$ cat src/shared/fspc_params.svh
// Constants of the flash self-programming controller: offsets, fields, reset values, timing
`ifndef FSPC_PARAMS_SVH
`define FSPC_PARAMS_SVH

// ************************************************************
// Register offsets on the software port
// ************************************************************
`define FSPC_OFS_ADDR_LOW   3'h0
`define FSPC_OFS_ADDR_HIGH  3'h1
`define FSPC_OFS_DATA_LOW   3'h2
`define FSPC_OFS_DATA_HIGH  3'h3
`define FSPC_OFS_CTRL       3'h4
`define FSPC_OFS_KEY        3'h5

// ************************************************************
// Control register field positions
// ************************************************************
`define FSPC_CTRL_RD        0
`define FSPC_CTRL_WR        1
`define FSPC_CTRL_WRITE_ENABLE_GATE      2
`define FSPC_CTRL_WRITE_ABORT_FLAG     3
`define FSPC_CTRL_ERASE     4
`define FSPC_CTRL_LOAD_ONLY 5

// ************************************************************
// Reset values, keys and protection boundaries
// ************************************************************
`define FSPC_LATCH_RST      14'h3FFF
`define FSPC_ADDR_RST       15'h0000
`define FSPC_DATA_RST       14'h0000
`define FSPC_KEY_FIRST      8'h55
`define FSPC_KEY_SECOND     8'hAA
`define FSPC_WP_HALF_TOP    15'h4000
`define FSPC_WP_BOOT_TOP    15'h0200

// ************************************************************
// Timing: clock period, row erase or program duration, setup count
// ************************************************************
`define FSPC_CLK_PERIOD_PS  5000
`define FSPC_OP_TIME_US     2000
`define FSPC_SETUP_CYC      2'h1

`endif

$ cat src/shared/fspc_pkg.sv
// Types of the flash self-programming controller
package fspc_pkg;

	// Sequencer states, Gray coded along the read path
	typedef enum logic [2:0]
	{
		FSPC_IDLE     = 3'h0,
		FSPC_RD_WAIT  = 3'h1,
		FSPC_RD_ISSUE = 3'h3,
		FSPC_RD_CAP   = 3'h2,
		FSPC_WR_SETUP = 3'h6,
		FSPC_WR_BUSY  = 3'h7
	} fspc_state_t;

	// Unlock key recognition progress
	typedef enum logic [1:0]
	{
		FSPC_KEY_NONE = 2'h0,
		FSPC_KEY_GOT1 = 2'h1,
		FSPC_KEY_GOT2 = 2'h3
	} fspc_key_t;

	typedef logic [13:0] fspc_word_t;
	typedef logic [14:0] fspc_addr_t;

endpackage : fspc_pkg

$ cat src/design/fspc_sync3.sv
// Three-stage synchroniser with agreement filter for pin inputs
`timescale 1ns/1ps
module fspc_sync3
#(
	parameter int W = 2
)
(
	input  wire logic         mclk,
	input  wire logic         sys_rst,
	input  wire logic [W-1:0] pin_in,
	output logic      [W-1:0] level_out
);

	logic [W-1:0] s1_r;
	logic [W-1:0] s2_r;
	logic [W-1:0] s3_r;

	// ************************************************************
	// Per-bit chain; a change counts once stages two and three agree
	// ************************************************************
	genvar gi;
	generate
		for (gi = 0; gi < W; gi++)
		begin : g_bit
			always_ff @(posedge mclk or posedge sys_rst)
			begin
				if (sys_rst)
				begin
					s1_r[gi]      <= 1'b0;
					s2_r[gi]      <= 1'b0;
					s3_r[gi]      <= 1'b0;
					level_out[gi] <= 1'b0;
				end
				else
				begin
					s1_r[gi] <= pin_in[gi];
					s2_r[gi] <= s1_r[gi];
					s3_r[gi] <= s2_r[gi];
					// Hold last agreed level while stages disagree
					if (s2_r[gi] == s3_r[gi])
						level_out[gi] <= s3_r[gi];
				end
			end
		end
	endgenerate

endmodule : fspc_sync3

$ cat src/design/fspc_latches.sv
// Row of 32 write latches, 14 bits each, reset to the erased pattern
`timescale 1ns/1ps
`include "fspc_params.svh"
module fspc_latches
(
	input  wire logic                 mclk,
	input  wire logic                 sys_rst,
	input  wire logic                 clr,
	input  wire logic                 ld,
	input  wire logic [4:0]           ld_idx,
	input  wire fspc_pkg::fspc_word_t ld_data,
	output logic      [447:0]         row_data
);

	// ************************************************************
	// One latch per word; clear outranks load in the same cycle
	// ************************************************************
	genvar gi;
	generate
		for (gi = 0; gi < 32; gi++)
		begin : g_latch
			always_ff @(posedge mclk or posedge sys_rst)
			begin
				if (sys_rst)
					row_data[gi*14 +: 14] <= `FSPC_LATCH_RST;
				else if (clr)
					row_data[gi*14 +: 14] <= `FSPC_LATCH_RST;
				else if (ld && (ld_idx == 5'(gi)))
					row_data[gi*14 +: 14] <= ld_data;
			end
		end
	endgenerate

endmodule : fspc_latches

$ cat src/design/fspc_ctrl.sv
// Flash self-programming controller: registers, unlock, sequencer, protection
//
// Overview of operation
// - Data pair holds one 14-bit word
// - Address pair holds one 15-bit word address
// - Address high byte upper bits, low byte lower
// - Software can only set start bits
// - Hardware clears start bits at completion
// - Erase or write only with write-enable gate
// - Write-enable gate clear at power-up
// - Reset during write sets sticky abort flag
// - Key register reads back as zero
// - Key pattern required before latch or flash change
// - Internal timer sets erase and write duration
// - Erase always covers one 32-word row
// - Writes staged in 32 hidden 14-bit latches
// - Code protect denies external programmer access only
// - Only external bulk erase lifts code protection
// - Write-protect field blocks self-write of region
// - Unwritten words programmable without prior erase
// - Read uses second cycle, data one later
// - Row erase or program stalls processor 2 ms
// - Completed program resets latches to 3FFF
//
// The plain strobed port and the register offsets were chosen for this implementation.
`timescale 1ns/1ps
`include "fspc_params.svh"
module fspc_ctrl
#(
	parameter int OP_CYC = (`FSPC_OP_TIME_US * 1000000) / `FSPC_CLK_PERIOD_PS
)
(
	input  wire logic                 mclk,
	input  wire logic                 sys_rst,
	input  wire logic                 dev_soft_rst,
	input  wire logic [2:0]           reg_addr,
	input  wire logic [7:0]           reg_wdata,
	input  wire logic                 reg_wr,
	input  wire logic                 reg_rd,
	output logic      [7:0]           reg_rdata,
	input  wire logic                 code_protect_n,
	input  wire logic [1:0]           self_write_protect_sel,
	input  wire logic                 ext_access_pin,
	input  wire logic                 ext_bulk_erase_pin,
	output logic                      ext_access_grant,
	output logic                      flash_bulk_erase,
	output fspc_pkg::fspc_addr_t      flash_addr,
	output logic                      flash_rd,
	input  wire fspc_pkg::fspc_word_t flash_rdata,
	output logic                      flash_erase,
	output logic                      flash_prog,
	output logic      [447:0]         flash_row_data,
	output logic                      cpu_stall
);

	// ************************************************************
	// Declarations
	// ************************************************************
	fspc_pkg::fspc_state_t state_r;
	fspc_pkg::fspc_key_t   key_r;
	fspc_pkg::fspc_addr_t  addr_r;
	fspc_pkg::fspc_word_t  data_r;
	logic [19:0]           cnt_r;
	logic                  read_start_r;
	logic                  write_start_r;
	logic                  write_enable_gate_r;
	logic                  write_abort_flag_r;
	logic                  erase_sel_r;
	logic                  load_only_r;
	logic                  latch_ld_r;
	logic                  latch_clr_r;
	logic                  bulk_prev_r;
	logic [1:0]            pin_lvl;

	localparam logic [19:0] OP_LAST = 20'(OP_CYC - 1);

	// Self-write protection decode, used for erase and program alike
	function automatic logic wp_blocked(input logic [1:0] sel, input fspc_pkg::fspc_addr_t a);
		case (sel)
			2'h3:    wp_blocked = 1'b0;
			2'h2:    wp_blocked = (a < `FSPC_WP_BOOT_TOP);
			2'h1:    wp_blocked = (a < `FSPC_WP_HALF_TOP);
			default: wp_blocked = 1'b1;
		endcase
	endfunction : wp_blocked

	// ************************************************************
	// Bus decode and unlock conditions
	// ************************************************************
	wire wr_alow  = reg_wr && (reg_addr == `FSPC_OFS_ADDR_LOW);
	wire wr_ahigh = reg_wr && (reg_addr == `FSPC_OFS_ADDR_HIGH);
	wire wr_dlow  = reg_wr && (reg_addr == `FSPC_OFS_DATA_LOW);
	wire wr_dhigh = reg_wr && (reg_addr == `FSPC_OFS_DATA_HIGH);
	wire wr_ctrl  = reg_wr && (reg_addr == `FSPC_OFS_CTRL);
	wire wr_key   = reg_wr && (reg_addr == `FSPC_OFS_KEY);
	wire idle     = (state_r == fspc_pkg::FSPC_IDLE);
	wire start_rd = wr_ctrl && reg_wdata[`FSPC_CTRL_RD] && idle;
	// Start is honoured only right after the two keys and only when idle
	wire start_wr = wr_ctrl && reg_wdata[`FSPC_CTRL_WR] && idle && (key_r == fspc_pkg::FSPC_KEY_GOT2);
	wire op_ok    = write_enable_gate_r && !wp_blocked(self_write_protect_sel, addr_r);
	wire setup_end = (state_r == fspc_pkg::FSPC_WR_SETUP) && (cnt_r[1:0] == `FSPC_SETUP_CYC);
	wire busy_end  = (state_r == fspc_pkg::FSPC_WR_BUSY) && (cnt_r == OP_LAST);
	wire pin_bulk  = pin_lvl[1];

	// Read data selection; key register and unused offsets read zero
	wire [7:0] ctrl_view = {2'h0, load_only_r, erase_sel_r, write_abort_flag_r, write_enable_gate_r, write_start_r, read_start_r};
	wire [7:0] rd_mux =
		(reg_addr == `FSPC_OFS_ADDR_LOW)  ? addr_r[7:0] :
		(reg_addr == `FSPC_OFS_ADDR_HIGH) ? {1'b0, addr_r[14:8]} :
		(reg_addr == `FSPC_OFS_DATA_LOW)  ? data_r[7:0] :
		(reg_addr == `FSPC_OFS_DATA_HIGH) ? {2'h0, data_r[13:8]} :
		(reg_addr == `FSPC_OFS_CTRL)      ? ctrl_view : 8'h00;

	// ************************************************************
	// Helper instances
	// ************************************************************
	fspc_sync3 #(.W(2)) u_sync
	(
		.mclk      (mclk),
		.sys_rst   (sys_rst),
		.pin_in    ({ext_bulk_erase_pin, ext_access_pin}),
		.level_out (pin_lvl)
	);

	fspc_latches u_latches
	(
		.mclk     (mclk),
		.sys_rst  (sys_rst),
		.clr      (latch_clr_r),
		.ld       (latch_ld_r),
		.ld_idx   (addr_r[4:0]),
		.ld_data  (data_r),
		.row_data (flash_row_data)
	);

	// ************************************************************
	// Software-visible registers
	// ************************************************************
	// Read data register, valid the cycle after the read strobe
	always_ff @(posedge mclk or posedge sys_rst)
	begin
		if (sys_rst)
			reg_rdata <= 8'h00;
		else
			reg_rdata <= reg_rd ? rd_mux : 8'h00;
	end

	// Address pair; row boundary is addr[14:5], latch index addr[4:0]
	always_ff @(posedge mclk or posedge sys_rst)
	begin
		if (sys_rst)
			addr_r <= `FSPC_ADDR_RST;
		else if (dev_soft_rst)
			addr_r <= `FSPC_ADDR_RST;
		else if (wr_alow)
			addr_r[7:0] <= reg_wdata;
		else if (wr_ahigh)
			addr_r[14:8] <= reg_wdata[6:0];
	end

	// Data pair; a finished flash read overwrites software data
	always_ff @(posedge mclk or posedge sys_rst)
	begin
		if (sys_rst)
			data_r <= `FSPC_DATA_RST;
		else if (dev_soft_rst)
			data_r <= `FSPC_DATA_RST;
		else if (state_r == fspc_pkg::FSPC_RD_CAP)
			data_r <= flash_rdata;
		else if (wr_dlow)
			data_r[7:0] <= reg_wdata;
		else if (wr_dhigh)
			data_r[13:8] <= reg_wdata[5:0];
	end

	// Control fields; only the abort flag survives device resets
	always_ff @(posedge mclk or posedge sys_rst)
	begin
		if (sys_rst)
		begin
			write_enable_gate_r      <= 1'b0;
			write_abort_flag_r     <= 1'b0;
			erase_sel_r <= 1'b0;
			load_only_r <= 1'b0;
		end
		else if (dev_soft_rst)
		begin
			write_enable_gate_r      <= 1'b0;
			erase_sel_r <= 1'b0;
			load_only_r <= 1'b0;
			if (state_r == fspc_pkg::FSPC_WR_BUSY)
				write_abort_flag_r <= 1'b1;
		end
		else if (wr_ctrl)
		begin
			write_enable_gate_r      <= reg_wdata[`FSPC_CTRL_WRITE_ENABLE_GATE];
			write_abort_flag_r     <= reg_wdata[`FSPC_CTRL_WRITE_ABORT_FLAG];
			erase_sel_r <= reg_wdata[`FSPC_CTRL_ERASE];
			load_only_r <= reg_wdata[`FSPC_CTRL_LOAD_ONLY];
		end
	end

	// ************************************************************
	// Unlock key tracking
	// ************************************************************
	// Any write other than the next expected one or a first key drops the progress
	always_ff @(posedge mclk or posedge sys_rst)
	begin
		if (sys_rst)
			key_r <= fspc_pkg::FSPC_KEY_NONE;
		else if (dev_soft_rst)
			key_r <= fspc_pkg::FSPC_KEY_NONE;
		else if (wr_key && (reg_wdata == `FSPC_KEY_FIRST))
			key_r <= fspc_pkg::FSPC_KEY_GOT1;
		else if (wr_key && (reg_wdata == `FSPC_KEY_SECOND) && (key_r == fspc_pkg::FSPC_KEY_GOT1))
			key_r <= fspc_pkg::FSPC_KEY_GOT2;
		else if (reg_wr)
			key_r <= fspc_pkg::FSPC_KEY_NONE;
	end

	// ************************************************************
	// Operation sequencer
	// ************************************************************
	// Start bits are set only by software and cleared only here
	always_ff @(posedge mclk or posedge sys_rst)
	begin
		if (sys_rst)
		begin
			state_r       <= fspc_pkg::FSPC_IDLE;
			cnt_r         <= 20'h00000;
			read_start_r  <= 1'b0;
			write_start_r <= 1'b0;
			flash_rd      <= 1'b0;
			flash_erase   <= 1'b0;
			flash_prog    <= 1'b0;
			latch_ld_r    <= 1'b0;
			latch_clr_r   <= 1'b0;
			cpu_stall     <= 1'b0;
		end
		else if (dev_soft_rst)
		begin
			state_r       <= fspc_pkg::FSPC_IDLE;
			cnt_r         <= 20'h00000;
			read_start_r  <= 1'b0;
			write_start_r <= 1'b0;
			flash_rd      <= 1'b0;
			flash_erase   <= 1'b0;
			flash_prog    <= 1'b0;
			latch_ld_r    <= 1'b0;
			latch_clr_r   <= 1'b0;
			cpu_stall     <= 1'b0;
		end
		else
		begin
			flash_erase <= 1'b0;
			flash_prog  <= 1'b0;
			latch_ld_r  <= 1'b0;
			latch_clr_r <= 1'b0;
			cnt_r       <= cnt_r + 20'h00001;
			case (state_r)
				fspc_pkg::FSPC_IDLE:
				begin
					cnt_r <= 20'h00000;
					if (start_wr)
					begin
						write_start_r <= 1'b1;
						cpu_stall     <= 1'b1;
						state_r       <= fspc_pkg::FSPC_WR_SETUP;
					end
					else if (start_rd)
					begin
						read_start_r <= 1'b1;
						state_r      <= fspc_pkg::FSPC_RD_WAIT;
					end
				end
				fspc_pkg::FSPC_RD_WAIT:
				begin
					flash_rd <= 1'b1;
					state_r  <= fspc_pkg::FSPC_RD_ISSUE;
				end
				fspc_pkg::FSPC_RD_ISSUE:
				begin
					flash_rd <= 1'b0;
					state_r  <= fspc_pkg::FSPC_RD_CAP;
				end
				fspc_pkg::FSPC_RD_CAP:
				begin
					read_start_r <= 1'b0;
					state_r      <= fspc_pkg::FSPC_IDLE;
				end
				fspc_pkg::FSPC_WR_SETUP:
				begin
					if (setup_end)
					begin
						cnt_r <= 20'h00000;
						if (!op_ok)
						begin
							write_start_r <= 1'b0;
							cpu_stall     <= 1'b0;
							state_r       <= fspc_pkg::FSPC_IDLE;
						end
						else if (load_only_r && !erase_sel_r)
						begin
							latch_ld_r    <= 1'b1;
							write_start_r <= 1'b0;
							cpu_stall     <= 1'b0;
							state_r       <= fspc_pkg::FSPC_IDLE;
						end
						else
						begin
							flash_erase <= erase_sel_r;
							flash_prog  <= !erase_sel_r;
							state_r     <= fspc_pkg::FSPC_WR_BUSY;
						end
					end
				end
				fspc_pkg::FSPC_WR_BUSY:
				begin
					if (busy_end)
					begin
						latch_clr_r   <= !erase_sel_r;
						write_start_r <= 1'b0;
						cpu_stall     <= 1'b0;
						state_r       <= fspc_pkg::FSPC_IDLE;
					end
				end
				default:
				begin
					state_r <= fspc_pkg::FSPC_IDLE;
				end
			endcase
		end
	end

	// ************************************************************
	// External programmer gate
	// ************************************************************
	// Self-programming ignores code protection; only the outside port is gated
	always_ff @(posedge mclk or posedge sys_rst)
	begin
		if (sys_rst)
		begin
			ext_access_grant <= 1'b0;
			flash_bulk_erase <= 1'b0;
			bulk_prev_r      <= 1'b0;
		end
		else
		begin
			ext_access_grant <= pin_lvl[0] && code_protect_n;
			bulk_prev_r      <= pin_bulk;
			flash_bulk_erase <= pin_bulk && !bulk_prev_r;
		end
	end

	// Flash word address follows the address pair one cycle later
	always_ff @(posedge mclk or posedge sys_rst)
	begin
		if (sys_rst)
			flash_addr <= `FSPC_ADDR_RST;
		else
			flash_addr <= addr_r;
	end

endmodule : fspc_ctrl

$ cat config.mk
export PLATFORM = sky130hd
export DESIGN_NAME = fspc_ctrl
export DESIGN_NICKNAME = d
export VERILOG_FILES = /design/src/shared/fspc_pkg.sv /design/src/design/fspc_sync3.sv /design/src/design/fspc_latches.sv /design/src/design/fspc_ctrl.sv
export VERILOG_INCLUDE_DIRS = /design/src /design/src/shared
export SDC_FILE = /design/constraint.sdc
export NUM_CORES = 1
export LEC_CHECK = 0
export ABC_CLOCK_PERIOD_IN_PS = 15900
export BUFFER_PORTS_ARGS = -buffer_cell sky130_fd_sc_hd__buf_2
export CORE_MARGIN = 2
export CORE_UTILIZATION = 42
export CTS_CLUSTER_SIZE = 8
export DETAILED_ROUTE_END_ITERATION = 16
export PLACE_DENSITY = 0.67
export SLEW_MARGIN = 5
export SYNTH_ARGS = -nofsm -noshare
export SYNTH_HDL_FRONTEND = slang
export SYNTH_SLANG_ARGS = --single-unit
$ cat constraint.sdc
create_clock -name mclk -period 15.9 [get_ports mclk]
set_input_delay 2.385 -clock mclk [delete_from_list [all_inputs] [get_ports mclk]]
set_output_delay 2.385 -clock mclk [all_outputs]
set_load 0.02 [all_outputs]
; ---- Yosys cells after proc, flatten, opt, wreduce, memory -nomap -nowiden
; Index checks and enable logic that the tools add are counted.
[totals]
ff_bits = 547
in_bits = 35
word_cells = 368
[op_classes]
n_addsub = 1
order_cmp = 2
n_eq_ne = 62
n_mux = 135
n_reduce_logical = 105
[op_table]
columns = operator, count
row1 = 14-bit two-way mux, 66
row2 = 5-bit == test (second input constant), 16
row3 = 2-bit nonzero test, 35
row4 = 1-bit logical AND, 52
row5 = 8-bit two-way mux, 6
row6 = 5-bit by 4-bit == test with 1-bit output (second input constant), 8
row7 = 20-bit two-way mux, 2
row8 = 20-bit one-hot mux with 2 select lines, 1
row9 = 1-bit two-way mux, 37
row10 = 6-bit two-way mux, 4
row11 = 3-bit two-way mux, 7
row12 = 20-bit by 1-bit adder with 20-bit output (second input constant), 1
row13 = 20-bit by 19-bit == test with 1-bit output (second input constant), 1
row14 = 5-bit by 3-bit == test with 1-bit output (second input constant), 4
row15 = 15-bit by 10-bit less-than comparator with 1-bit output (second input constant), 1
row16 = 15-bit less-than comparator (second input constant), 1
row17 = 15-bit two-way mux, 1
row18 = 3-bit one-hot mux with 5 select lines, 1
row19 = 7-bit two-way mux, 2
row20 = 3-bit by 2-bit == test with 1-bit output (second input constant), 4
row21 = 3-bit == test (second input constant), 4
row22 = 3-bit nonzero test, 4
row23 = 5-bit by 2-bit == test with 1-bit output (second input constant), 2
row24 = 3-bit by 2-bit inequality test with 1-bit output (second input constant), 3
row25 = 22 further kinds, 42

; ---- Longest topological paths before layout
; Gate-level depths: netlist of run 1.
[logic_depth]
word_depth = 8
depth_mapped = 7
mapped_depth_nobuf = 6

; ---- By module
; A second synthesis of run 1 with hierarchy kept.
[unflattened]
hier_cells = 1594
hier_area_um2 = 22032.4
[modules_own_cells]
columns = module, n_inst, cells_per_inst, area_per_inst_um2, seq_area_each_um2
row1 = fspc_latches, 1, 1199, 17704.5, 11771.3
row2 = fspc_ctrl, 1, 384, 4101.4, 2277.2
row3 = fspc_sync3, 1, 11, 226.5, 200.2

; ---- Worst setup path before layout of run 1
; Ideal clock, no wire load.
[synth_timing]
path_type = input port to flip-flop
from = in reg_addr[2]
to = reg addr_r[0]
t_arrival_ns = 3.525
t_required_ns = 15.822
slack_ns = 12.297
path_stages = 6
cell_sequence = buf_2 -> nor3_1 -> and2_1 -> buf_2 -> nand2_1 -> a21oi_1
[synth_via]
elab_chain_len = 3
[synth_rtl]
columns = item, line_no
row1 = start: declaration, fspc_ctrl.sv:36  ; input wire logic [2:0] reg_addr,
row2 = 3-bit zero test (no line), --
row3 = 1-bit logical AND, fspc_ctrl.sv:90  ; wire wr_alow = reg_wr && (reg_addr == `FSPC_OFS_ADDR_LOW);
row4 = 2-bit nonzero test (no line), --
row5 = end signal: assignment, fspc_ctrl.sv:152  ; addr_r <= `FSPC_ADDR_RST;
row6 = end signal: assignment, fspc_ctrl.sv:154  ; addr_r <= `FSPC_ADDR_RST;
row7 = end signal: assignment, fspc_ctrl.sv:156  ; addr_r[7:0] <= reg_wdata;
row8 = end: declaration, fspc_ctrl.sv:61  ; fspc_pkg::fspc_addr_t addr_r;
; No other way between the ends.
; A chain may end at the register's enable or synchronous reset.

==> out/qor.csv, run 1 <==
metric,value,unit
WP data required,16.43,ns
TritonCTS Sinks,547,
FF-to-FF Start,latch_clr_r,
CTS HTree Levels,3,
# setup viols final,0,
Synth Area per Inst,10.8,sq um
Worst Setup EP,data_r[12],
sequential-to-total area share from yosys stat,59.1,%
Final Non-Filler Cells,3431,
flop-to-flop setup slack,12.56,ns
Placed Instances,3326,
Max Transition Viols Final,0,
largest net degree at the start of global routing,192,
Final Power,3.07,mW
Slew HR,16.1,%
final worst slack,12.06,ns
number of nets in the layout,2687,
Sw Ratio,23.8,%
nature of the critical path startpoint,input pin,
via count,19000,
Sequential Power Share,46.8,%
Int Power,2.34,mW
layout cells sized above 1,41.8,%
top-count cell post-synth,nand2_1,
critical path launch point,sys_rst,
"Cell Area, Synth",24100,sq um
number of flops mapped to enable cells by yosys,0,
VDD IR max,0.0842,mV
Tcrit/Tclk final,24.2,%
Power Dens Cells,105,nW/um^2
antenna violations before repair,0,
IO Port Bufs,511,
Synth Net Count,2271,
outcome,"finished, final reports clean",
RePlAce Congestion,0.857,
WP data arrival,4.37,ns
Syn-to-layout area delta,21.0,%
core area,56600,sq um
crit end category,asynchronous set/reset pin,
first-pass GRT wire length,120000,um
synth top area cells,"dfstp_2 49%, dfrtp_1 10%, a211o_1 8.1%, nand2_1 8.0%, nand3b_1 7.0%",
row count,87,
Multi-input gate area,9000,sq um
drt total wl,81100,um
boundary pin count,512,
vias in the first global route,18600,
Place WS,11.28,ns
Final Hold Vio Count,0,
worst-path maximum fanout,191,
Num CTS Buffers,78,
First-pass DRT Iterations,5,
Hold Slack,0.357,ns
Reg2Reg Depth,3,
synth warn,0,
f_max,260,MHz
worst hold path type,reg2reg,
#FFs+latches synth,547,
Root Driver,clkbuf_16,
cts hold-fix bufs,0,
Die Wd,244,um
TNS Setup,0,ns
post-route minimum period,3.84,ns
vias per inst,5.54,
GRT overflow,0,
P_sw,733,uW
FF/Latch Area,14300,sq um
Worst-Skew Late Latency,0.62,ns
Initial Utilization,42.6,%
Antenna Nets Post-Route,0,
Wirelength per Cell,23.6,um
Post-synth top flop,dfstp_2,
share of flip-flops with an asynchronous set or reset,100,%
Fillers,5107,
setup bufs post-CTS,0,
"Distinct cells, synth",63,
critical path class,in2async,
leak pwr,15.3,nW
Synth area leader,dfstp_2,
Initial DRC Count,1952,
CTS max path bufs,3,
hpwl dp,49900,um
gr usage total,26.7,%
most frequent cells after synthesis,"514 x nand2_1, 448 x dfstp_2, 238 x nor2b_1",
RSZ-0062 raised after global routing,no,
Worst R2R End,u_latches.row_data[8],
clock-pin slew on the worst setup and hold paths,0.05,ns
cts repair resizes,0,
Clk pwr share,49.6,%
residual DRC count,0,
combinational power share,3.6,%
CTS tree,yes,
Synth Instances,2234,
clk_skew,0.0269,ns
n_diodes,0,
max cap viols,0,
proportion of netlist area held by the largest area contributor,48.8,%
die area,59400,sq um
worst slew pin tran,1.26,ns
chip height,244,um
power by group through the flow:
stage	sequential (mW)	combinational, mW	clock [mW]
floorplan	1.43	0.0688	0
global placement	1.46	0.109	0
detailed placement	1.46	0.111	0
CTS	1.44	0.111	1.55
global route	1.44	0.118	1.61
finish	1.44	0.111	1.52
worst max-delay path, cell delays in order:
cell and delay [ns]:
buf_2 0.11, clkinvlp_4 0.27, buf_12 0.61, buf_12 0.74
layer usage:
metal,part of all wire [%],vias up,track usage (%)
met5,0,-,0
li1,-,8349,-
met3,7.7,202,6.33
met1,41,9614,35.3
met4,4.4,0,11.5
met2,47,849,42.0
cells by family after synthesis:
group	after synthesis	share of synthesized area, %
simple gates	1120	25.1
flops	547	59.1
compound gates	322	10.7
buf+inv	208	3.63
xor+xnor	19	0.690
mux	14	0.581
fa+ha+maj	4	0.187
through the flow:
step | area, sq um | utilization [%]
2_1_floorplan | 24100 | -
3_3_place_gp | 27000 | 47.7
3_5_place_dp | 27000 | 47.7
4_1_cts | 29200 | 51.6
5_1_grt | 29200 | 51.6
6_report | 29200 | 51.6
worst min path at each step:
stage,startpoint,cells after the start,slack [ns],to
floorplan,u_sync.s1_r[0],0,0.33,u_sync.s2_r[0]
global placement,u_sync.s1_r[0],0,0.34,u_sync.s2_r[0]
detailed placement,u_sync.s1_r[1],0,0.34,u_sync.s2_r[1]
CTS,u_sync.s1_r[0],0,0.36,u_sync.s2_r[0]
global route,u_sync.s1_r[0],0,0.36,u_sync.s2_r[0]
finish,u_sync.s1_r[1],0,0.36,u_sync.s2_r[1]
flip-flops by register name (all words and copies together) (netlist names), 2 cells and up:
signal,count
key_r,2
u_sync.level_out,2
data_r,14
u_latches.row_data,448
addr_r,15
flash_addr,15
reg_rdata,8
u_sync.s3_r,2
state_r,3
u_sync.s2_r,2
u_sync.s1_r,2
cnt_r,20
cell type report:
cell class	count	share of cell area, %
clock inverter	7	0.411
multi-input combinational	1479	30.8
sequential	547	48.9
timing repair buffer	534	9.48
inverter	10	0.141
clock buffer	98	7.02
tap	756	3.24
placed cells by master, fill, tap and decap left out, types with 15 or more instances in the layout:
cell type,synthesis,layout
dfstp_2,448,448
a21oi_1,35,35
buf_4,2,20
o31ai_1,15,15
nand2_1,514,514
clkbuf_1,130,19
nor2b_1,238,238
dfrtp_1,99,84
buf_2,45,511
nor2_1,49,49
a211o_1,224,224
clkbuf_16,0,79
nand3b_1,224,224
Note: power is estimated with default switching activity, not from simulation.
==> run 2, diff against run 1 <==
- ABC_CLOCK_PERIOD_IN_PS: 15900 -> 3600
- PLACE_DENSITY: 0.67 -> not set
- clock period: 15.9 -> 3.6 ns (I/O delays scaled with it)
==> out/qor.csv, run 2 (synthesized netlist as in run 1, its figures left out) <==
metric,value,unit,change
DRT met1 WL,35600,um,+7.4%
Reg2Reg Depth,4,,+1
largest net degree at the start of global routing,131,,-32%
antenna violations before repair,1,,+1
core area,56600,sq um,unchanged
Final Hold Vio Count,0,,unchanged
Max Transition Viols Final,0,,unchanged
Root Driver,clkbuf_16,,
VDD IR max,0.335,mV,+300%
P_sw,3.16,mW,+330%
WP data required,4.13,ns,-12.30 ns
residual DRC count,0,,unchanged
crit end category,flop,,
max cap viols,0,,unchanged
row count,87,,unchanged
gr usage total,27.4,%,+0.74 points
via count,18800,,-1.2%
CTS tree,yes,,
First-pass DRT Iterations,5,,unchanged
Sequential Power Share,47.0,%,+0.2 points
Num CTS Buffers,78,,unchanged
vias in the first global route,18600,,-0.47%
RSZ-0062 raised after global routing,no,,
Tcrit/Tclk final,67.5,%,
cts hold-fix bufs,0,,unchanged
CP peak stage delay,1.00,ns,+0.26 ns
f_max,411,MHz,
Final Core Density,52.0,%,+0.43 points
IO Port Bufs,511,,unchanged
vias per inst,5.44,,-1.8%
die area,59400,sq um,unchanged
hpwl dp,53600,um,+7.3%
WL met3,5330,um,-15%
"critical path, cell by cell",nand2b_1 > nor2_1 > nand2_1 > nand3b_1,,
Power Dens Cells,459,nW/um^2,+340%
Antenna Nets Post-Route,0,,unchanged
Die Wd,244,um,unchanged
Syn-to-layout area delta,22.0,%,
"commonest non-fill, non-tap cells in the layout","514 x nand2_1, 511 x buf_2, 448 x dfstp_2, 238 x nor2b_1",,
drt total wl,83200,um,+2.6%
Buffers & Inverters on Critical Path,0,,-4
Slew HR,23.4,%,+7.4 points
WP data arrival,2.96,ns,-1.41 ns
final worst slack,1.17,ns,-10.89 ns
Final Non-Filler Cells,3453,,+0.64%
critical path class,reg2reg,,
nature of the critical path startpoint,flop,,
worst slew pin tran,1.15,ns,-0.114 ns
clk_skew,0.0224,ns,-0.00443 ns
chip height,244,um,unchanged
GRT overflow,0,,unchanged
layout cells sized above 1,42.3,%,+0.51 points
CTS max path bufs,3,,unchanged
Int Power,10.3,mW,+340%
DR WL met2,39500,um,+3.8%
"most common cell after layout, fill and taps aside",nand2_1,,
Top Family by Delay on Critical Path,simple AND/OR/NAND/NOR gates,,
Initial DRC Count,1254,,-36%
Initial Utilization,42.6,%,unchanged
Placed Instances,3350,,+0.72%
Place WS,1.22,ns,-10.05 ns
Worst-Skew Late Latency,0.61,ns,about the same
Clk pwr share,49.0,%,-0.6 points
boundary pin count,512,,unchanged
number of nets in the layout,2711,,+0.89%
cts repair resizes,0,,unchanged
Critical-path top delay cell,nor2_1,,
n_diodes,0,,unchanged
max reg flops,448,,unchanged
Top Metal Used,met5,,
clock-pin slew on the worst setup and hold paths,0.05,ns,about the same
Worst path depth,4,,unchanged
worst-path maximum fanout,14,,-93%
Sw Ratio,23.4,%,-0.44 points
leak pwr,15.4,nW,+0.88%
post-route minimum period,2.43,ns,
CTS HTree Levels,3,,unchanged
hold depth,1,,+1
TritonCTS Sinks,547,,unchanged
largest registers,"u_latches.row_data x448, cnt_r x20",,
# setup viols final,0,,unchanged
RePlAce Congestion,0.843,,-1.6%
Wirelength per Cell,24.1,um,+2.0%
combinational power share,4.0,%,+0.4 points
worst hold path type,in2reg,,
setup bufs post-CTS,0,,unchanged
outcome,"finished, final reports clean",,
first-pass GRT wire length,123000,um,+2.3%
"Most flops, register",u_latches.row_data,,
## run 2: cell types whose count changed in the layout (fill, tap and decap cells not counted), moves of 2 or more
| cell | before | now |
|---|---|---|
| buf_4 | 20 | 37 |
| inv_16 | 2 | 0 |
| clkbuf_16 | 79 | 81 |
| buf_12 | 3 | 10 |
## run 2: layout make-up
class	count	area (sq um)
clock buffer	99	2090
clock inverter	4	48.8
fill	5125	27200
inverter	10	41.3
multi-input combinational	1479	9000
sequential	547	14300
tap	756	946
timing repair buffer	558	3040
## run 2: path summary, 6_finish.rpt
path / slack [ns] / startpoint / end
setup / recovery: 1.17 / addr_r[3] / u_latches.row_data[73]
hold / removal: 0.05 / ext_access_pin / u_sync.s1_r[0]
setup reg to reg: 1.17 / addr_r[3] / u_latches.row_data[73]
hold reg to reg: 0.35 / u_sync.s1_r[1] / u_sync.s2_r[1]
max in group asynchronous: 2.46 / sys_rst / u_latches.row_data[395]
min in group asynchronous: 0.37 / sys_rst / u_latches.row_data[326]
## run 2: routing by layer
layer / vias to the layer above / track usage (%)
li1: 8389 / -
met1: 9583 / 37.2
met2: 660 / 43.2
met3: 148 / 6.30
met4: 2 / 9.67
met5: - / 0
## run 2: power groups by stage
stage / clock (mW) / combinational (mW) / sequential [mW]
floorplan: 0 / 0.304 / 6.32
global placement: 0 / 0.535 / 6.43
detailed placement: 0 / 0.537 / 6.43
CTS: 6.78 / 0.538 / 6.34
global route: 7.01 / 0.570 / 6.34
finish: 6.62 / 0.535 / 6.35
## run 2: through the flow
stage                     area, sq um  setup TNS, ns  hold WS, ns  power, mW
after floorplan                 24100       -1310.20        0.331       6.63
after detailed placement        27300              0        0.336       6.97
after global routing            29400              0       0.0253       13.9
after CTS                       29400              0       0.0158       13.7
after global placement          27300              0        0.336       6.96
final                           29400              0       0.0483       13.5
